$ cat src/barm_regs.vh
// Constants for the barrier arm controller: register map, fields, states and timing.
`ifndef BARM_REGS_VH
`define BARM_REGS_VH

// Clock rate and timing figures.
`define BARM_CLK_MHZ 25
`define BARM_DEBOUNCE_US 10000
`define BARM_SEC_US 1000000
`define BARM_AC_MAX_SEC 7'h7c

// Register byte addresses on the plain register port.
`define BARM_ADDR_W 8
`define BARM_REG_CTRL 8'h00
`define BARM_REG_STATUS 8'h04

// Control register layout: configuration switches and auto-close delay.
`define BARM_CTRL_W 15
`define BARM_CTRL_RESET 15'h0000
`define BARM_F_DIP_AC 0
`define BARM_F_DIP_HOLD 1
`define BARM_F_DIP_STEP 2
`define BARM_F_DIP_NOCNT 3
`define BARM_F_DIP_NOPAUSE 4
`define BARM_F_DIP_NOBRAKE 5
`define BARM_F_DIP_SLAVE 7
`define BARM_F_DELAY_LO 8
`define BARM_F_DELAY_HI 14

// Field input vector positions.
`define BARM_NIN 14
`define BARM_I_OPEN 0
`define BARM_I_CLOSE 1
`define BARM_I_STOP 2
`define BARM_I_SINGLE 3
`define BARM_I_REVERSE 4
`define BARM_I_HOLD 5
`define BARM_I_RLOOP 6
`define BARM_I_COBST 7
`define BARM_I_UPLIM 8
`define BARM_I_DNLIM 9
`define BARM_I_TRIPR 10
`define BARM_I_TRIPL 11
`define BARM_I_POPEN 12
`define BARM_I_PCLOSE 13

// Sequencer states.
`define BARM_ST_STOP 3'h0
`define BARM_ST_RAISE 3'h1
`define BARM_ST_UP 3'h2
`define BARM_ST_LOWER 3'h3
`define BARM_ST_DOWN 3'h4
`define BARM_ST_PAUSE 3'h5

// Single-button step codes.
`define BARM_STEP_OPEN 2'h0
`define BARM_STEP_STOP1 2'h1
`define BARM_STEP_CLOSE 2'h2

`endif

$ cat src/barm_debounce.v
// Two-flop synchroniser and per-bit debounce filter for the field inputs.
`timescale 1ns/1ps
`default_nettype none

module barm_debounce #(
	parameter WIDTH = 14,
	parameter CYCLES = 250000
) (
	// Clock and reset.
	input wire clk,
	input wire rst,
	// Raw and filtered inputs.
	input wire [WIDTH-1:0] raw,
	output wire [WIDTH-1:0] clean
);
	localparam CW = $clog2(CYCLES + 1);
	localparam integer LAST_I = CYCLES - 1;
	localparam [CW-1:0] LAST = LAST_I[CW-1:0];

	reg [WIDTH-1:0] sync_a;
	reg [WIDTH-1:0] sync_b;

	always @(posedge clk) begin
		if (rst) begin
			sync_a <= {WIDTH{1'b0}};
			sync_b <= {WIDTH{1'b0}};
		end else begin
			sync_a <= raw;
			sync_b <= sync_a;
		end
	end

	genvar i;
	generate
		for (i = 0; i < WIDTH; i = i + 1) begin : g_bit
			reg [CW-1:0] cnt;
			reg stb;
			// Each bit keeps its own filtered level so every flop has one driver.
			assign clean[i] = stb;
			// A new level is taken only after it has held for the full window.
			always @(posedge clk) begin
				if (rst) begin
					cnt <= {CW{1'b0}};
					stb <= 1'b0;
				end else if (sync_b[i] == stb) begin
					cnt <= {CW{1'b0}};
				end else if (cnt == LAST) begin
					cnt <= {CW{1'b0}};
					stb <= sync_b[i];
				end else begin
					cnt <= cnt + {{(CW-1){1'b0}}, 1'b1};
				end
			end
		end
	endgenerate
endmodule // barm_debounce

`default_nettype wire

$ cat src/barm_controller.v
// Barrier arm sequencer with configuration register, auto-close timer and pairing.
//
// What this block does
// - Switch one on, arm up, no open/reverse/obstruction: lower after set delay 0-124 s.
// - Switch two on: hold-open pulse raises arm, held until reset or next pulse.
// - Switch two on: open/reset counting of switch four is ignored.
// - Switch two off: arm stays up only while hold-open is asserted.
// - Switch three on: single-button steps open, stop, close, stop, repeating.
// - Switch three off: single-button opens, or closes when arm is fully up.
// - Switch four off: count opens; lower only after equally many resets.
// - Switch five off: reset loop during lowering pauses descent until it clears.
// - Switch five on: lowering continues despite an active reset loop.
// - On DC drives switch six on suppresses dynamic brake; off brakes normally.
// - Switch eight selects role: off stand-alone or master, on slave.
// - Every unit pulses its pairing outputs for one cycle as a raise or lower starts; a slave's filter drops pulses under DB_CYCLES.
// - Raise-direction current trip while raising reverses the arm.
// - Lower-direction current trip while lowering counts as obstruction and reverses.
// - Stop halts motor at once and clears the obstruction lockout.
// - Reverse input while lowering drives the arm back fully up.
// - Close-obstruction honoured only while lowering or paused in descent; stops and raises arm fully.
// - Run output is on exactly while the motor is driven either way.
`timescale 1ns/1ps
`default_nettype none
`include "barm_regs.vh"

module barm_controller #(
	parameter DB_CYCLES = `BARM_DEBOUNCE_US * `BARM_CLK_MHZ,
	parameter SEC_CYCLES = `BARM_SEC_US * `BARM_CLK_MHZ,
	parameter DC_DRIVE = 1
) (
	// Clock and reset.
	input wire clk,
	input wire rst,
	// Register port.
	input wire [`BARM_ADDR_W-1:0] reg_addr,
	input wire [31:0] reg_wdata,
	input wire reg_wr,
	input wire reg_rd,
	output reg [31:0] reg_rdata,
	// Field commands.
	input wire in_open,
	input wire in_close,
	input wire in_stop,
	input wire in_single,
	input wire in_reverse,
	input wire in_hold_open,
	input wire in_reset_loop,
	input wire in_close_obstr,
	// Limit switches and current-sense trips.
	input wire up_limit_switch,
	input wire down_limit_switch,
	input wire trip_raise,
	input wire trip_lower,
	// Pairing terminals.
	input wire pair_open_in,
	input wire pair_close_in,
	output reg pair_open_out,
	output reg pair_close_out,
	// Motor stage.
	output reg motor_raise,
	output reg motor_lower,
	output reg brake,
	output reg run_out
);
	localparam TW = $clog2(SEC_CYCLES + 1);
	localparam integer SEC_LAST_I = SEC_CYCLES - 1;
	localparam [TW-1:0] SEC_LAST = SEC_LAST_I[TW-1:0];

	wire [`BARM_NIN-1:0] raw_in;
	wire [`BARM_NIN-1:0] db;
	reg [`BARM_NIN-1:0] db_prev;
	wire [`BARM_NIN-1:0] rise;
	wire [`BARM_NIN-1:0] fall;

	reg [`BARM_CTRL_W-1:0] ctrl;
	reg [2:0] state;
	reg [2:0] next_state;
	reg lockout;
	reg next_lockout;
	reg hold_latch;
	reg hold_prev;
	reg [1:0] step;
	reg [7:0] open_count;
	reg [TW-1:0] tick;
	reg [6:0] sec_cnt;

	wire dip_ac = ctrl[`BARM_F_DIP_AC];
	wire dip_hold = ctrl[`BARM_F_DIP_HOLD];
	wire dip_step = ctrl[`BARM_F_DIP_STEP];
	wire dip_nocnt = ctrl[`BARM_F_DIP_NOCNT];
	wire dip_nopause = ctrl[`BARM_F_DIP_NOPAUSE];
	wire dip_nobrake = ctrl[`BARM_F_DIP_NOBRAKE];
	wire slave = ctrl[`BARM_F_DIP_SLAVE];
	wire [6:0] ac_delay = ctrl[`BARM_F_DELAY_HI:`BARM_F_DELAY_LO];

	// Synchronise and debounce every field pin before the sequencer sees it.
	assign raw_in = {pair_close_in, pair_open_in, trip_lower, trip_raise,
		down_limit_switch, up_limit_switch, in_close_obstr, in_reset_loop,
		in_hold_open, in_reverse, in_single, in_stop, in_close, in_open};

	barm_debounce #(
		.WIDTH(`BARM_NIN),
		.CYCLES(DB_CYCLES)
	) u_debounce (
		.clk(clk),
		.rst(rst),
		.raw(raw_in),
		.clean(db)
	);

	always @(posedge clk) begin
		if (rst) begin
			db_prev <= {`BARM_NIN{1'b0}};
		end else begin
			db_prev <= db;
		end
	end

	assign rise = db & ~db_prev;
	assign fall = ~db & db_prev;

	wire at_up = db[`BARM_I_UPLIM];
	wire at_down = db[`BARM_I_DNLIM];
	wire rloop = db[`BARM_I_RLOOP];
	wire rev_in = db[`BARM_I_REVERSE];
	wire cobst_in = db[`BARM_I_COBST];

	// Hold-open: latched by pulses with switch two on, a plain level otherwise.
	wire hold_active = dip_hold ? hold_latch : db[`BARM_I_HOLD];
	wire hold_rise = hold_active & ~hold_prev;
	wire hold_fall = ~hold_active & hold_prev;

	always @(posedge clk) begin
		if (rst) begin
			hold_latch <= 1'b0;
			hold_prev <= 1'b0;
		end else begin
			hold_prev <= hold_active;
			if (!dip_hold) begin
				hold_latch <= 1'b0;
			end else if (rise[`BARM_I_HOLD]) begin
				hold_latch <= ~hold_latch;
			end else if (fall[`BARM_I_RLOOP]) begin
				hold_latch <= 1'b0;
			end
		end
	end

	// Single-button decoding; local open, close and single buttons are ignored on a slave unit, stop still acts.
	wire single_hit = rise[`BARM_I_SINGLE] & ~slave;
	wire single_open = single_hit & (dip_step ? (step == `BARM_STEP_OPEN) :
		~(state == `BARM_ST_UP));
	wire single_close = single_hit & (dip_step ? (step == `BARM_STEP_CLOSE) :
		(state == `BARM_ST_UP));
	wire single_stop = single_hit & dip_step & step[0];

	always @(posedge clk) begin
		if (rst) begin
			step <= `BARM_STEP_OPEN;
		end else if (single_hit && dip_step) begin
			step <= step + 2'h1;
		end
	end

	// Open/reset balance counting, only with both switch two and four off.
	wire counting = ~dip_hold & ~dip_nocnt;
	wire local_open = ~slave & (rise[`BARM_I_OPEN] | single_open | hold_rise);
	wire rl_release = fall[`BARM_I_RLOOP];
	wire count_inc = counting & local_open & (open_count != 8'hff);
	wire count_dec = counting & rl_release & (open_count != 8'h00);
	// A release that drains the count to zero, or any release without counting, closes.
	wire rl_close = rl_release & (~counting | (open_count <= 8'h01)) & ~count_inc;

	always @(posedge clk) begin
		if (rst) begin
			open_count <= 8'h00;
		end else if (!counting) begin
			open_count <= 8'h00;
		end else if (count_inc && !count_dec) begin
			open_count <= open_count + 8'h01;
		end else if (count_dec && !count_inc) begin
			open_count <= open_count - 8'h01;
		end
	end

	// Auto-close timer runs in whole seconds while the arm rests fully up.
	wire ac_arm = dip_ac & (state == `BARM_ST_UP) & ~lockout & ~hold_active &
		~db[`BARM_I_OPEN] & ~rev_in & ~cobst_in & (open_count == 8'h00);
	wire [6:0] delay_eff = (ac_delay > `BARM_AC_MAX_SEC) ? `BARM_AC_MAX_SEC : ac_delay;
	wire ac_fire = ac_arm & (sec_cnt >= delay_eff);

	always @(posedge clk) begin
		if (rst || !ac_arm) begin
			tick <= {TW{1'b0}};
			sec_cnt <= 7'h00;
		end else if (tick == SEC_LAST) begin
			tick <= {TW{1'b0}};
			if (sec_cnt != 7'h7f) begin
				sec_cnt <= sec_cnt + 7'h01;
			end
		end else begin
			tick <= tick + {{(TW-1){1'b0}}, 1'b1};
		end
	end

	// Command merge; a slave takes its open and close from the master.
	wire cmd_open = ~lockout & (slave ? rise[`BARM_I_POPEN] : local_open);
	wire cmd_close = ~lockout & ~hold_active & (slave ? rise[`BARM_I_PCLOSE] :
		(rise[`BARM_I_CLOSE] | single_close | hold_fall | rl_close | ac_fire));
	wire stop_any = db[`BARM_I_STOP] | single_stop;

	always @* begin
		next_state = state;
		next_lockout = lockout;
		if (stop_any) begin
			next_lockout = 1'b0;
			if (state != `BARM_ST_UP && state != `BARM_ST_DOWN) begin
				next_state = `BARM_ST_STOP;
			end
		end else begin
			case (state)
				`BARM_ST_RAISE: begin
					if (db[`BARM_I_TRIPR]) begin
						next_state = `BARM_ST_LOWER;
						next_lockout = 1'b1;
					end else if (at_up) begin
						next_state = `BARM_ST_UP;
					end else if (cmd_close) begin
						next_state = `BARM_ST_LOWER;
					end
				end
				`BARM_ST_LOWER: begin
					if (db[`BARM_I_TRIPL]) begin
						next_state = `BARM_ST_RAISE;
						next_lockout = 1'b1;
					end else if (cobst_in || rev_in) begin
						next_state = `BARM_ST_RAISE;
					end else if (at_down) begin
						next_state = `BARM_ST_DOWN;
					end else if (rloop && !dip_nopause) begin
						next_state = `BARM_ST_PAUSE;
					end else if (cmd_open) begin
						next_state = `BARM_ST_RAISE;
					end
				end
				`BARM_ST_PAUSE: begin
					if (cobst_in || rev_in || cmd_open) begin
						next_state = `BARM_ST_RAISE;
					end else if (!rloop || dip_nopause) begin
						next_state = `BARM_ST_LOWER;
					end
				end
				`BARM_ST_UP, `BARM_ST_DOWN, `BARM_ST_STOP: begin
					if (cmd_open && !at_up) begin
						next_state = `BARM_ST_RAISE;
					end else if (cmd_close && !at_down) begin
						next_state = `BARM_ST_LOWER;
					end
				end
				default: begin
					next_state = `BARM_ST_STOP;
				end
			endcase
		end
	end

	wire drive_up = (next_state == `BARM_ST_RAISE);
	wire drive_dn = (next_state == `BARM_ST_LOWER);

	// Motor, brake and pairing outputs are registered from the next state.
	always @(posedge clk) begin
		if (rst) begin
			state <= `BARM_ST_STOP;
			lockout <= 1'b0;
			motor_raise <= 1'b0;
			motor_lower <= 1'b0;
			run_out <= 1'b0;
			brake <= 1'b0;
			pair_open_out <= 1'b0;
			pair_close_out <= 1'b0;
		end else begin
			state <= next_state;
			lockout <= next_lockout;
			motor_raise <= drive_up;
			motor_lower <= drive_dn;
			run_out <= drive_up | drive_dn;
			// The brake only engages on a DC drive and never fights the motor.
			brake <= (DC_DRIVE != 0) & ~dip_nobrake & ~drive_up & ~drive_dn;
			pair_open_out <= drive_up & (state != `BARM_ST_RAISE);
			pair_close_out <= drive_dn & (state != `BARM_ST_LOWER) &
				(state != `BARM_ST_PAUSE);
		end
	end

	// Register port: control is read-write, status read-only, others read zero.
	always @(posedge clk) begin
		if (rst) begin
			ctrl <= `BARM_CTRL_RESET;
			reg_rdata <= 32'h00000000;
		end else begin
			if (reg_wr && reg_addr == `BARM_REG_CTRL) begin
				ctrl <= reg_wdata[`BARM_CTRL_W-1:0];
			end
			reg_rdata <= 32'h00000000;
			if (reg_rd) begin
				case (reg_addr)
					`BARM_REG_CTRL: begin
						reg_rdata <= {17'h00000, ctrl};
					end
					`BARM_REG_STATUS: begin
						reg_rdata <= {7'h00, sec_cnt, open_count, step, hold_active,
							lockout, at_down, at_up, run_out, state};
					end
					default: begin
						reg_rdata <= 32'h00000000;
					end
				endcase
			end
		end
	end
endmodule // barm_controller

`default_nettype wire

$ cat config.mk
export PLATFORM = sky130hd
export DESIGN_NAME = barm_controller
export DESIGN_NICKNAME = d
export VERILOG_FILES = /design/src/barm_debounce.v /design/src/barm_controller.v
export VERILOG_INCLUDE_DIRS = /design/src
export SDC_FILE = /design/constraint.sdc
export NUM_CORES = 1
export LEC_CHECK = 0
export ABC_CLOCK_PERIOD_IN_PS = 2850
export BUFFER_PORTS_ARGS = -buffer_cell sky130_fd_sc_hd__clkbuf_2
export CAP_MARGIN = 10
export CORE_ASPECT_RATIO = 0.8
export CORE_UTILIZATION = 50
export DETAILED_ROUTE_END_ITERATION = 16
export PLACE_DENSITY = 0.77
export SLEW_MARGIN = 20
export SYNTH_ARGS = -nofsm -noshare
export SYNTH_HDL_FRONTEND = slang
export SYNTH_SLANG_ARGS = --single-unit
$ cat constraint.sdc
create_clock -name clk -period 2.85 [get_ports clk]
set_input_delay 0 -clock clk [delete_from_list [all_inputs] [get_ports clk]]
set_output_delay 0 -clock clk [all_outputs]
set_load 0.01 [all_outputs]
==> out/metrics.yaml <==
floorplanning:
  die_w_um: 206
  start_util_pct: 51.0
  num_rows: 59
  dieHeight_um: 165
  core_mm2: 0.0326
  io_pins: 96
  dieArea_mm2: 0.0340
timing:
  setup_slack_ns: 0.197
  setup_viol: 0
  setup_tns_ns: 0
  holdWs_ns: 0.0636
  min_period_ns: 2.65
  tightest_slew_ns: 0.796
  finalHoldViolCount: 0
  rsz0062_at_grt: "false"
  fmax_mhz: 377
  finalClockSkew_ns: 0.0177
  fin_crit_sh_pct: 93.1
  slew_headroom_pct: 46.4
  maxSlewViolCount: 0
clock_tree:
  cts.htree.levels: 2
  cts_buffer_depth: 3
  cts_tree: "yes"
  cts-root-buf: "clkbuf_16"
  cts.sinks: 395
  clock_latency_ns: 0.52
  cts_buffers: 40
  path_clk_slew_ns: 0.06
  postCtsSetupRepairBufs: 0
yosys:
  synth_ff_type: "dfxtp_1"
  ys_async_sr_fraction_pct: 0
  yosys_warnings: 0
  netlist.area_leader.share_pct: 47.5
  synth_area_leader_cell: "dfxtp_1"
  syn-cell-area_mm2: 0.0167
  synthCells: 1877
  ys_ff_latch: 395
  synth_area_leaders: "dfxtp_1 47%, nor2_1 9.3%, xor2_1 7.2%, xnor2_1 6.1%, nand3_1 3.4%"
  synth-edff-count: 0
  synth-seq-area-share_pct: 47.5
  synth.distinct_cells: 70
  avgSynthCellArea_um2: 8.87
critical_path:
  reg2reg_slack_ns: 0.20
  crit_path_top_delay_cell: "dfxtp_1"
  cpPeakStageDelay_ns: 0.33
  worstPathCellList: "inv_1, nor3_1, nand3_1, and2_1, ha_1, nor2b_1, o21ai_1, a41oi_2, o41ai_4, o2111ai_1, a21o_1, nor4_2"
  end_kind: "flop"
  crit_arrival_ns: 3.09
  cp.required_ns: 3.29
  crit_fanout: 4
  crit_type: "reg2reg"
  r2r-end: "pair_open_out"
  rr_worst_depth: 12
  r2r-start: "ctrl[14]"
  startpoint_type: "flop"
flow_run:
  cap_violations: 0
cells_and_area:
  fin_nets: 2070
  final_util_pct: 59.0
  layout-drive-gt1-share_pct: 8.80
  fin_area_mm2: 0.0193
  final_cells: 2439
  diodes: 0
  syn2layout_area_growth_pct: 15.7
global_route:
  grtUsageMet3_pct: 2.67
  grt.busiest_layer: "met2"
  grtUsageTotal_pct: 20.2
  grt_pass1_wl_um: 57100
  grt_overflow: 0
  grt_max_degree: 47
  grt_use_met2_pct: 32.9
  use_met1_pct: 27.5
  antenna_found_initial: 0
  grt_pass1_vias: 12088
placed_design:
  port_buffers: 71
  place_ws_ns: 0.119
  dp_hpwl_um: 23400
  gp_congestion: 0.910
  dp.cells: 2327
  detailed_place.area_mm2: 0.0174
routing:
  via_per_inst: 5.26
  wl_per_cell_um: 13.9
  drt_iter0_markers: 672
  first_pass_iters: 5
  antenna_left: 0
  via_count: 12827
  wirelength_um: 33900
  drcViolationCount: 0
outcome:
  status: "complete, no violations"
hold_path:
  holdCritPathClass: "in2reg"
  hold_start: "reg_addr[2]"
  hold_end: "reg_rdata[17]"
  hold_depth: 3
pwr:
  finalPower_mw: 11.5
  peakVddDrop_v: 0.000427
  cellLeakagePower_nw: 6.79
  p_per_area_mw_per_mm2: 596
[kinds of logic (layout without fill, tap and decap cells)]
kind of cell    Yosys count  in the layout  synth area share [%]
simple gates            947            947                  27.6
flops                   395            395                  47.5
xor+xnor                253            253                  13.3
buf+inv                 115            244                  2.95
compound gates           89             89                  3.58
mux                      47             47                  2.85
fa+ha+maj                30             30                  2.25
other cells               1              7                0.0225
[repair_timing]
item	4_1_cts	5_1_grt
setup endpoints to repair	0	5
hold buffers	40	0
gates resized for setup	0	3
endpoints found under the hold margin	41	0
[cells in the mapped netlist (all sizes together), types with 11 or more instances]
cell type	instances
nand3	113
nor2	414
nor4b	17
clkbuf	51
a21oi	31
dfxtp	395
nand4	51
buf	18
or3	42
and4	11
nor3	24
mux2i	46
nand2	114
xor2	137
nor4	20
and3	61
nor2b	45
xnor2	116
ha	30
inv	46
o21ai	27
[layer usage]
layer / up-vias / wire [um]
met5: - / 0
met4: 0 / 999
met3: 70 / 1480
met2: 260 / 15300
met1: 6035 / 16100
li1: 6462 / -
[worst max path at each step]
stage / start / end / slack [ns] / cells past startpoint
floorplan: state[0] / open_count[6] / 0.44 / 12
global placement: ctrl[14] / pair_open_out / 0.13 / 12
detailed placement: ctrl[14] / pair_open_out / 0.12 / 12
CTS: ctrl[14] / pair_open_out / 0.09 / 12
global route: ctrl[10] / pair_open_out / 0.008 / 12
finish: ctrl[14] / pair_open_out / 0.20 / 12
[placed cells by master, fill, tap and decap left out, drive strengths merged, types with 5 or more instances in the layout]
master       instances
buf                 16
nand4               51
nor4                20
nor3                24
clkbuf             125
nor4b               17
and3                61
xor2               137
and2                 7
conb                 7
clkinv               5
a21oi               31
nand3              113
dlygate4sd3         40
bufinv               8
nor2b               45
or3                 42
mux2i               46
xnor2              116
and4                11
nor2               414
nand2              114
o21ai               27
ha                  30
inv                 47
dfxtp              395
or2                  6
[power by group]
part	switching (mW)	internal [mW]
registers	0.0137	5.55
clock network	2.14	3.60
logic	0.102	0.0837
total	2.25	9.23
[area by class of cell]
cell class	count	area (um2)
inverter	46	173
multi-input combinational	1373	8300
timing repair buffer	126	883
tap	427	534
clock buffer	55	1170
sequential	395	7910
fill	2754	13400
clock inverter	17	300
[state kept, by name, summed over array words and instances (netlist names), 2 cells and up]
| signal | flops |
|---|---|
| u_debounce.g_bit.cnt | 252 |
| reg_rdata | 25 |
| tick | 25 |
| ctrl | 15 |
| u_debounce.g_bit.stb | 14 |
| u_debounce.sync_a | 14 |
| u_debounce.sync_b | 14 |
| open_count | 8 |
| db_prev | 7 |
| sec_cnt | 7 |
| state | 3 |
| step | 2 |
[critical path, delay by kind of cell, from the launching register on]
kind	cells	cell delay [ns]
buffers and inverters	1	0.06
adder cells (fa/ha/maj)	1	0.27
flip-flops	1	0.33
AND/OR/NAND/NOR	5	0.79
AO/OA/AOI/OAI	5	1.13
Power figures use the tool's default switching activity.
